[config.mk]
export PLATFORM = sky130hd
export DESIGN_NAME = cphu_unit
export DESIGN_NICKNAME = d
export VERILOG_FILES = /design/src/rtl/cphu_decode.v /design/src/rtl/cphu_addr_gen.v /design/src/rtl/cphu_unit.v
export VERILOG_INCLUDE_DIRS = /design/src /design/src/inc
export SDC_FILE = /design/constraint.sdc
export NUM_CORES = 1
export LEC_CHECK = 0
export BUFFER_PORTS_ARGS = -buffer_cell sky130_fd_sc_hd__buf_2
export CAP_MARGIN = 20
export CORE_MARGIN = 1.5
export CORE_UTILIZATION = 45
export CTS_CLUSTER_SIZE = 25
export DETAILED_ROUTE_END_ITERATION = 10
export HOLD_SLACK_MARGIN = 0.12
export PLACE_DENSITY = 0.74
export SETUP_SLACK_MARGIN = 0.02
export SYNTH_ARGS = -nofsm -noshare
export SYNTH_HDL_FRONTEND = slang
export SYNTH_SLANG_ARGS = --single-unit
[constraint.sdc]
create_clock -name ref_clk_in -period 3.78 [get_ports ref_clk_in]
set_input_delay 0.378 -clock ref_clk_in [delete_from_list [all_inputs] [get_ports ref_clk_in]]
set_output_delay 0.378 -clock ref_clk_in [all_outputs]
set_load 0.005 [all_outputs]
[src/inc/cphu_consts.vh]
// Constants for the cache prefetch hint unit.
`ifndef CPHU_CONSTS_VH
`define CPHU_CONSTS_VH
`define CPHU_OPC_HI        31
`define CPHU_OPC_LO        26
`define CPHU_BASE_HI       25
`define CPHU_BASE_LO       21
`define CPHU_HINT_HI       20
`define CPHU_HINT_LO       16
`define CPHU_DISP_HI       15
`define CPHU_DISP_SIGN     15
`define CPHU_OPC_FETCH     6'h33
`define CPHU_HINT_LOAD     5'h00
`define CPHU_HINT_STORE    5'h01
`define CPHU_HINT_LD_STRM  5'h04
`define CPHU_HINT_ST_STRM  5'h05
`define CPHU_HINT_LD_RETN  5'h06
`define CPHU_HINT_ST_RETN  5'h07
`define CPHU_HINT_WB_INV   5'h19
`define CPHU_HINT_ZERO     5'h1e
`define CPHU_ACT_NONE      3'h0
`define CPHU_ACT_FILL      3'h1
`define CPHU_ACT_WB_INV    3'h2
`define CPHU_ACT_ZERO      3'h3
`define CPHU_PLACE_NORMAL  2'h0
`define CPHU_PLACE_STREAM  2'h1
`define CPHU_PLACE_RETAIN  2'h2
`define CPHU_REPORT_ERR    1'b0
`endif

[src/rtl/cphu_decode.v]
// Instruction field decode and hint classification for the prefetch unit.
`include "cphu_consts.vh"
module cphu_decode (
  input  wire [31:0] instr_in,       // Instruction word from issue.
  output wire        is_fetch_out,   // Word is a prefetch instruction.
  output wire [4:0]  base_sel_out,   // Base register number.
  output wire [4:0]  hint_out,       // Usage hint.
  output wire [31:0] disp_ext_out,   // Sign-extended displacement.
  output reg  [2:0]  action_out,     // Cache action class.
  output reg         for_store_out,  // Fetch with write intent.
  output reg  [1:0]  place_out       // Placement class.
);
  // Fixed field positions of the prefetch format.
  assign is_fetch_out = (instr_in[`CPHU_OPC_HI:`CPHU_OPC_LO] == `CPHU_OPC_FETCH);
  assign base_sel_out = instr_in[`CPHU_BASE_HI:`CPHU_BASE_LO];
  assign hint_out     = instr_in[`CPHU_HINT_HI:`CPHU_HINT_LO];
  // The displacement is signed, so its top bit is copied upward.
  assign disp_ext_out = {{16{instr_in[`CPHU_DISP_SIGN]}}, instr_in[`CPHU_DISP_HI:0]};

  // Map the hint onto an action; unlisted hints do nothing at all.
  always @* begin
    action_out    = `CPHU_ACT_NONE;
    for_store_out = 1'b0;
    place_out     = `CPHU_PLACE_NORMAL;
    case (hint_out)
      `CPHU_HINT_LOAD: begin
        action_out = `CPHU_ACT_FILL;
      end
      `CPHU_HINT_STORE: begin
        action_out    = `CPHU_ACT_FILL;
        for_store_out = 1'b1;
      end
      `CPHU_HINT_LD_STRM, `CPHU_HINT_ST_STRM: begin
        action_out    = `CPHU_ACT_FILL;
        for_store_out = hint_out[0];
        place_out     = `CPHU_PLACE_STREAM;
      end
      `CPHU_HINT_LD_RETN, `CPHU_HINT_ST_RETN: begin
        action_out    = `CPHU_ACT_FILL;
        for_store_out = hint_out[0];
        place_out     = `CPHU_PLACE_RETAIN;
      end
      `CPHU_HINT_WB_INV: begin
        action_out = `CPHU_ACT_WB_INV;
      end
      `CPHU_HINT_ZERO: begin
        action_out = `CPHU_ACT_ZERO;
      end
      default: begin
        // Reserved and free hints are treated as no action.
        action_out = `CPHU_ACT_NONE;
      end
    endcase
  end
endmodule // cphu_decode

[src/rtl/cphu_addr_gen.v]
// Effective address adder for the prefetch unit.
module cphu_addr_gen (
  input  wire [31:0] base_in,   // Base register contents.
  input  wire [31:0] disp_in,   // Sign-extended displacement.
  output wire [31:0] ea_out     // Effective byte address.
);
  // Wraparound is intended; the carry out is simply discarded.
  wire [32:0] sum;              // Full-width sum.
  assign sum    = {1'b0, base_in} + {1'b0, disp_in};
  assign ea_out = sum[31:0];
endmodule // cphu_addr_gen

[src/rtl/cphu_unit.v]
// Prefetch hint execution unit: decodes, translates and issues cache actions.
`include "cphu_consts.vh"
// Summary of operation
// - Decode opcode, base, hint, displacement fields.
// - Address is base plus sign-extended displacement.
// - Only zero-line allocation changes visible state.
// - Address faults suppressed, no data moved.
// - Invisible actions like writeback still allowed.
// - Side-effect error reporting fixed per design.
// - Never access uncached addresses.
// - Use address's own memory access type.
// - Cached location fetches a containing block.
// - Hint 0 loads, hint 1 stores.
// - Hints 4, 5 place as streamed.
// - Hints 6, 7 place as retained.
// - Reserved hints get no action.
// - Hint 25 writes back then invalidates.
// - Hints 26-29, 31 treated as none.
// - Hint 30 on hit does nothing.
// - Hint 30 miss: evict, zero, valid dirty.
// - No translation: no fetch, no exception.
// - Locked lines are left untouched.
module cphu_unit (
  input  wire        ref_clk_in,        // Core clock.
  input  wire        reset_n_in,        // Asynchronous reset, active low.
  input  wire        issue_valid_in,    // Issue offers an instruction.
  input  wire [31:0] issue_instr_in,    // Instruction word.
  input  wire [31:0] issue_base_in,     // Contents of the base register.
  output wire [4:0]  issue_base_sel_out, // Base register number to read.
  output wire        issue_ready_out,   // Unit can accept a prefetch.
  output reg         retire_out,        // Prefetch retired, one-cycle pulse.
  output reg         error_out,         // Side-effect error reported, pulse.
  output reg         xlat_req_out,      // Translation request pulse.
  output reg  [31:0] xlat_vaddr_out,    // Virtual address to translate.
  input  wire        xlat_done_in,      // Translation answer valid.
  input  wire        xlat_hit_in,       // Translation present.
  input  wire        xlat_fault_in,     // Address would raise an exception.
  input  wire        xlat_cached_in,    // Memory access type is cached.
  input  wire [2:0]  xlat_mat_in,       // Memory access type code.
  input  wire [31:0] xlat_paddr_in,     // Physical address.
  output reg         tag_req_out,       // Cache lookup request pulse.
  output reg  [31:0] tag_addr_out,      // Lookup physical address.
  input  wire        tag_done_in,       // Lookup answer valid.
  input  wire        tag_hit_in,        // Line present.
  input  wire        tag_dirty_in,      // Hit line is dirty.
  input  wire        tag_locked_in,     // Hit line or victim is locked.
  input  wire        cache_ready_in,    // Cache accepts a command.
  output reg         cache_cmd_valid_out, // Cache command valid.
  output reg  [2:0]  cache_cmd_out,     // Cache action class.
  output reg  [31:0] cache_addr_out,    // Command physical address.
  output reg  [2:0]  cache_mat_out,     // Access type for the command.
  output reg         cache_for_store_out, // Fill with write intent.
  output reg  [1:0]  cache_place_out,   // Placement class.
  input  wire        cache_err_in       // Bus or cache error from action.
);
  // Controller states.
  localparam [2:0] ST_IDLE = 3'h0; // Waiting for a prefetch.
  localparam [2:0] ST_XREQ = 3'h1; // Ask for translation.
  localparam [2:0] ST_XWT  = 3'h2; // Wait for translation.
  localparam [2:0] ST_TREQ = 3'h3; // Ask for a tag lookup.
  localparam [2:0] ST_TWT  = 3'h4; // Wait for the lookup.
  localparam [2:0] ST_CMD  = 3'h5; // Hand command to the cache.

  reg  [2:0]  state;        // Current state.
  reg  [2:0]  next_state;   // Next state.
  reg  [2:0]  act;          // Latched action class.
  reg         for_store;    // Latched write intent.
  reg  [1:0]  place;        // Latched placement.
  reg  [31:0] paddr;        // Latched physical address.
  reg  [2:0]  mat;          // Latched access type.
  wire        dec_fetch;    // Decoded as prefetch.
  wire [4:0]  dec_hint;     // Decoded hint.
  wire [31:0] dec_disp;     // Extended displacement.
  wire [2:0]  dec_act;      // Decoded action.
  wire        dec_store;    // Decoded write intent.
  wire [1:0]  dec_place;    // Decoded placement.
  wire [31:0] ea;           // Effective address.
  wire        accept;       // Prefetch taken this cycle.

  cphu_decode u_decode (
    .instr_in      (issue_instr_in),
    .is_fetch_out  (dec_fetch),
    .base_sel_out  (issue_base_sel_out),
    .hint_out      (dec_hint),
    .disp_ext_out  (dec_disp),
    .action_out    (dec_act),
    .for_store_out (dec_store),
    .place_out     (dec_place)
  );

  cphu_addr_gen u_addr (
    .base_in (issue_base_in),
    .disp_in (dec_disp),
    .ea_out  (ea)
  );

  // Accept only when idle, so issue waits while an earlier prefetch is still in translation, lookup or command handoff.
  assign issue_ready_out = (state == ST_IDLE);
  assign accept          = issue_valid_in && dec_fetch && issue_ready_out;

  // State transitions; every abort path simply drops back to idle silently.
  always @* begin
    next_state = state;
    case (state)
      ST_IDLE: begin
        if (accept) begin
          // No-action hints retire without touching anything.
          next_state = (dec_act == `CPHU_ACT_NONE) ? ST_IDLE : ST_XREQ;
        end
      end
      ST_XREQ: begin
        next_state = ST_XWT;
      end
      ST_XWT: begin
        if (xlat_done_in) begin
          if (xlat_fault_in || !xlat_hit_in) begin
            next_state = ST_IDLE;
          end else if (!xlat_cached_in) begin
            next_state = ST_IDLE;
          end else begin
            next_state = ST_TREQ;
          end
        end
      end
      ST_TREQ: begin
        next_state = ST_TWT;
      end
      ST_TWT: begin
        if (tag_done_in) begin
          if (tag_locked_in) begin
            next_state = ST_IDLE;
          end else if (act == `CPHU_ACT_ZERO && tag_hit_in) begin
            next_state = ST_IDLE;
          end else if (act == `CPHU_ACT_WB_INV && !tag_hit_in) begin
            next_state = ST_IDLE; // Nothing cached to drop.
          end else if (act == `CPHU_ACT_FILL && tag_hit_in) begin
            next_state = ST_IDLE; // Block already present.
          end else begin
            next_state = ST_CMD;
          end
        end
      end
      ST_CMD: begin
        if (cache_ready_in) begin
          next_state = ST_IDLE;
        end
      end
      default: begin
        next_state = ST_IDLE;
      end
    endcase
  end

  // State register and latched operands.
  always @(posedge ref_clk_in or negedge reset_n_in) begin
    if (!reset_n_in) begin
      state     <= ST_IDLE;
      act       <= `CPHU_ACT_NONE;
      for_store <= 1'b0;
      place     <= `CPHU_PLACE_NORMAL;
      paddr     <= 32'h0000_0000;
      mat       <= 3'h0;
    end else begin
      state <= next_state;
      if (accept) begin
        act       <= dec_act;
        for_store <= dec_store;
        place     <= dec_place;
      end
      if (state == ST_XWT && xlat_done_in) begin
        paddr <= xlat_paddr_in;
        mat   <= xlat_mat_in;
      end
    end
  end

  // Output registers toward pipeline, translation and cache.
  always @(posedge ref_clk_in or negedge reset_n_in) begin
    if (!reset_n_in) begin
      retire_out          <= 1'b0;
      error_out           <= 1'b0;
      xlat_req_out        <= 1'b0;
      xlat_vaddr_out      <= 32'h0000_0000;
      tag_req_out         <= 1'b0;
      tag_addr_out        <= 32'h0000_0000;
      cache_cmd_valid_out <= 1'b0;
      cache_cmd_out       <= `CPHU_ACT_NONE;
      cache_addr_out      <= 32'h0000_0000;
      cache_mat_out       <= 3'h0;
      cache_for_store_out <= 1'b0;
      cache_place_out     <= `CPHU_PLACE_NORMAL;
    end else begin
      // Retire the cycle after acceptance; the rest runs behind it.
      retire_out <= accept;
      // Side-effect errors are deliberately never reported here.
      error_out  <= cache_err_in & `CPHU_REPORT_ERR;
      xlat_req_out <= (next_state == ST_XREQ);
      if (accept) begin
        xlat_vaddr_out <= ea;
      end
      tag_req_out <= (next_state == ST_TREQ);
      if (state == ST_XWT && xlat_done_in) begin
        tag_addr_out <= xlat_paddr_in;
      end
      // Command holds until the cache takes it.
      if (state == ST_TWT && next_state == ST_CMD) begin
        cache_cmd_valid_out <= 1'b1;
        cache_cmd_out       <= act;
        cache_addr_out      <= paddr;
        cache_mat_out       <= mat;
        cache_for_store_out <= for_store;
        cache_place_out     <= place;
      end else if (state == ST_CMD && cache_ready_in) begin
        cache_cmd_valid_out <= 1'b0;
      end
    end
  end
  // The cache runs write-back of dirty victims before zeroing or invalidating;
  // this unit never moves data itself, so invisible writebacks stay there.
endmodule // cphu_unit

==> out/qor.yml <==
timing:
  maxSlewHeadroom_pct: 47.7
  final.setup_skew_ns: 0.00862
  fin_setup_tns_ns: 0
  fmax_ghz: 0.425
  min_period_ns: 2.35
  tightest_slew_ns: 0.781
  finalHoldViolations: 0
  fin_crit_sh_pct: 62.3
  rsz0062_at_grt: "no"
  final-setup-viol-count: 0
  maxSlewViolCount: 0
floorplanning:
  die_w_um: 121
  ios: 228
  placementRows: 42
  die_area_um2: 14600
  start_util_pct: 46.7
  design.core.area_um2: 13400
  die_y_um: 121
critical_path:
  slowest_delay_ns: 0.38
  reg2reg_setup_slack_ns: 1.46
  cp_cell_sequence: "buf_2 > ha_1 > inv_1 > fa_1 > nand2b_1 > a21oi_2 > a211oi_2 > o211ai_1 > a21oi_1 > nor4_1 > mux2i_1 > o21ai_0"
  end_kind: "register"
  path_depth: 12
  start_kind: "input pin"
  cp-startpoint: "issue_instr_in[0]"
  path_buf_inv: 2
  r2r-start: "state[0]"
  r2r_end: "xlat_vaddr_out[14]"
  critical_path_class: "in2reg"
  crit_fanout: 4
  reg2regPathDepth: 6
  slowest_stage: "fa_1"
  crit_family: "compound AO/OA/AOI/OAI gates"
  crit_arrival_ns: 2.64
  required_ns: 4.07
  crit_path_end: "xlat_vaddr_out[28]"
clocking:
  cts_tree: "done"
  clkLatencyLatePin_ns: 0.41
  cts_resized: 0
  cts_buffer_depth: 2
  cts_max_level: 4
  cts_root_buf: "clkbuf_16"
  cts_sinks: 119
  cts_setup_buffers: 0
  cts_hold_buf: 1
  cts_made_buffers: 17
  cts.clk_slew.worst_paths_ns: 0.06
route:
  wl_per_cell_um: 15.5
  vias: 5198
  postRouteAntennaNets: 0
  firstDrtPassIters: 4
  first_iter_violations: 178
  drc_errors: 0
  viasPerCell: 5.24
  postRouteWirelength_mm: 15.3
synthesis:
  synth_edf_count: 0
  synth.avg_cell_area_um2: 10.6
  synth_cells: 591
  yosysSeqAreaShare_pct: 47.6
  ys_ff_latch: 119
  synthArstFlopShare_pct: 100
  ys_warn_count: 0
  synth_ff_type: "dfrtp_1"
  ys_types: 57
  synth_area_um2: 6260
cells_and_area:
  drive_above_1_share_pct: 42.0
  fillers: 1121
  area.growth.synth_to_final_pct: 29.2
  finish.utilization_pct: 60.3
  final_nets: 946
global_routing:
  grt.total_usage_pct: 21.6
  grt.overflow.total: 0
  grt_pass1_vias: 5038
  antenna_found_initial: 3
  grt_pass1_wl_mm: 24.6
  grt_max_degree: 54
place:
  dp_hpwl_mm: 11.5
  gp_congestion: 0.831
  numPortBuffers: 213
pwr:
  p_total_w: 0.00357
  power_density_nw_per_um2: 442
  irDropWorstVdd_mv: 0.418
  power_leakage_nw: 4.31
run:
  max_cap_violations: 0
hold_path:
  min_path_type: "in2reg"
outcome:
  status: "completed"
[worst register-to-register path, stage by stage (launching register included)]
cell and delay (ns):
dfrtp_1 0.48, or3_1 0.45, inv_1 0.12, nand3_2 0.51, buf_4 0.47, nand2_1 0.09
o21ai_0 0.08
[layer usage]
layer,vias to the layer above,global-route usage (%),wire length [um]
met2,179,36.4,7260
li1,2537,-,-
met1,2464,26.5,6750
met5,-,0,13
met4,2,5.96,136
met3,16,7.10,1170
[cell usage after synthesis (all sizes together) (5+ instances only)]
| cell | count | area (um^2) |
|---|---|---|
| nor2 | 21 | 78.8 |
| nand2b | 8 | 50.1 |
| nand3 | 15 | 80.1 |
| dfrtp | 119 | 2980 |
| nand2 | 73 | 274 |
| nor3 | 10 | 60.1 |
| xnor2 | 10 | 87.6 |
| a21o | 5 | 37.5 |
| clkbuf | 18 | 67.6 |
| a21oi | 44 | 228 |
| o211ai | 7 | 57.6 |
| mux2 | 75 | 845 |
| buf | 11 | 72.6 |
| o21ai | 49 | 253 |
| ha | 31 | 388 |
| a211oi | 5 | 42.5 |
| inv | 13 | 48.8 |
| xor2 | 17 | 149 |
| nand4 | 5 | 31.3 |
[layout by cell type, fill, tap and decap left out, types with 3 or more instances in the layout]
cell / count
nand2_1: 73
nand3_2: 3
nor2_1: 21
buf_2: 212
or3_1: 4
nand2b_1: 8
inv_1: 13
a31oi_1: 4
clkbuf_16: 17
a211oi_1: 4
xor2_1: 17
clkinvlp_4: 5
o21bai_1: 3
o21ai_1: 5
nor3b_1: 3
nand3_1: 12
nor2b_1: 4
nor3_1: 7
o211ai_1: 6
o31ai_1: 4
nor4_1: 3
xnor2_1: 10
a21o_1: 5
o21ai_0: 42
ha_1: 31
dfrtp_1: 119
mux2_2: 75
buf_4: 6
nand4_1: 5
a21oi_1: 42
[cell type report]
| type | instances | area, um^2 | share of cell area [%] |
|---|---|---|---|
| clock buffer | 20 | 447 | 5.53 |
| clock inverter | 11 | 125 | 1.55 |
| multi-input combinational | 431 | 3120 | 38.6 |
| tap | 176 | 220 | 2.72 |
| inverter | 13 | 48.8 | 0.604 |
| sequential | 119 | 2980 | 36.8 |
| antenna | 2 | 5.00 | 0.0619 |
| timing repair buffer | 220 | 1140 | 14.1 |
[state kept, by name (all words and copies together) (netlist names)]
| signal | flops |
|---|---|
| cache_addr_out | 32 |
| tag_addr_out | 32 |
| xlat_vaddr_out | 32 |
| cache_mat_out | 3 |
| mat | 3 |
| state | 3 |
| act | 2 |
| cache_cmd_out | 2 |
| cache_place_out | 2 |
| place | 2 |
| cache_cmd_valid_out | 1 |
| cache_for_store_out | 1 |
| for_store | 1 |
| retire_out | 1 |
| tag_req_out | 1 |
| xlat_req_out | 1 |
[how the worst min path moves through the flow]
stage,from,endpoint,slack [ns],cells past startpoint
finish,xlat_paddr_in[1],tag_addr_out[1],0.20,2
CTS,xlat_paddr_in[28],tag_addr_out[28],0.19,2
floorplan,reset_n_in,act[0],0.08,0
global route,xlat_paddr_in[25],tag_addr_out[25],0.19,2
detailed placement,reset_n_in,cache_addr_out[7],0.40,1
global placement,xlat_vaddr_out[0],xlat_vaddr_out[0],0.45,2
[stage by stage]
stage	area (um^2)	cells	hold WS (ns)	setup slack, ns
2_1_floorplan	6260	592	0.0824	1.38
3_3_place_gp	7470	957	0.453	0.998
3_5_place_dp	7500	958	0.401	0.960
4_1_cts	8080	990	0.187	1.39
5_1_grt	8080	991	0.191	1.13
6_report	8080	992	0.202	1.43
[power breakdown]
group / leakage, nW / internal (W) / switching, W
Combinational: 2.42 / 0.000268 / 0.000322
Clock: 0.265 / 0.000984 / 0.000577
Sequential: 1.63 / 0.00137 / 0.0000517
Total: 4.31 / 0.00262 / 0.000951
[kinds of logic (layout without fill, tap and decap cells)]
| kind of cell | after synthesis | count (layout) | synth area share, % |
|---|---|---|---|
| flops | 119 | 119 | 47.6 |
| compound gates | 135 | 135 | 13.2 |
| other cells | 1 | 4 | 0.0599 |
| mux | 77 | 77 | 13.8 |
| xor+xnor | 27 | 27 | 3.78 |
| buf+inv | 42 | 264 | 3.02 |
| simple gates | 158 | 158 | 12.0 |
| fa+ha+maj | 32 | 32 | 6.52 |
Note: power is estimated with default switching activity, not from simulation.
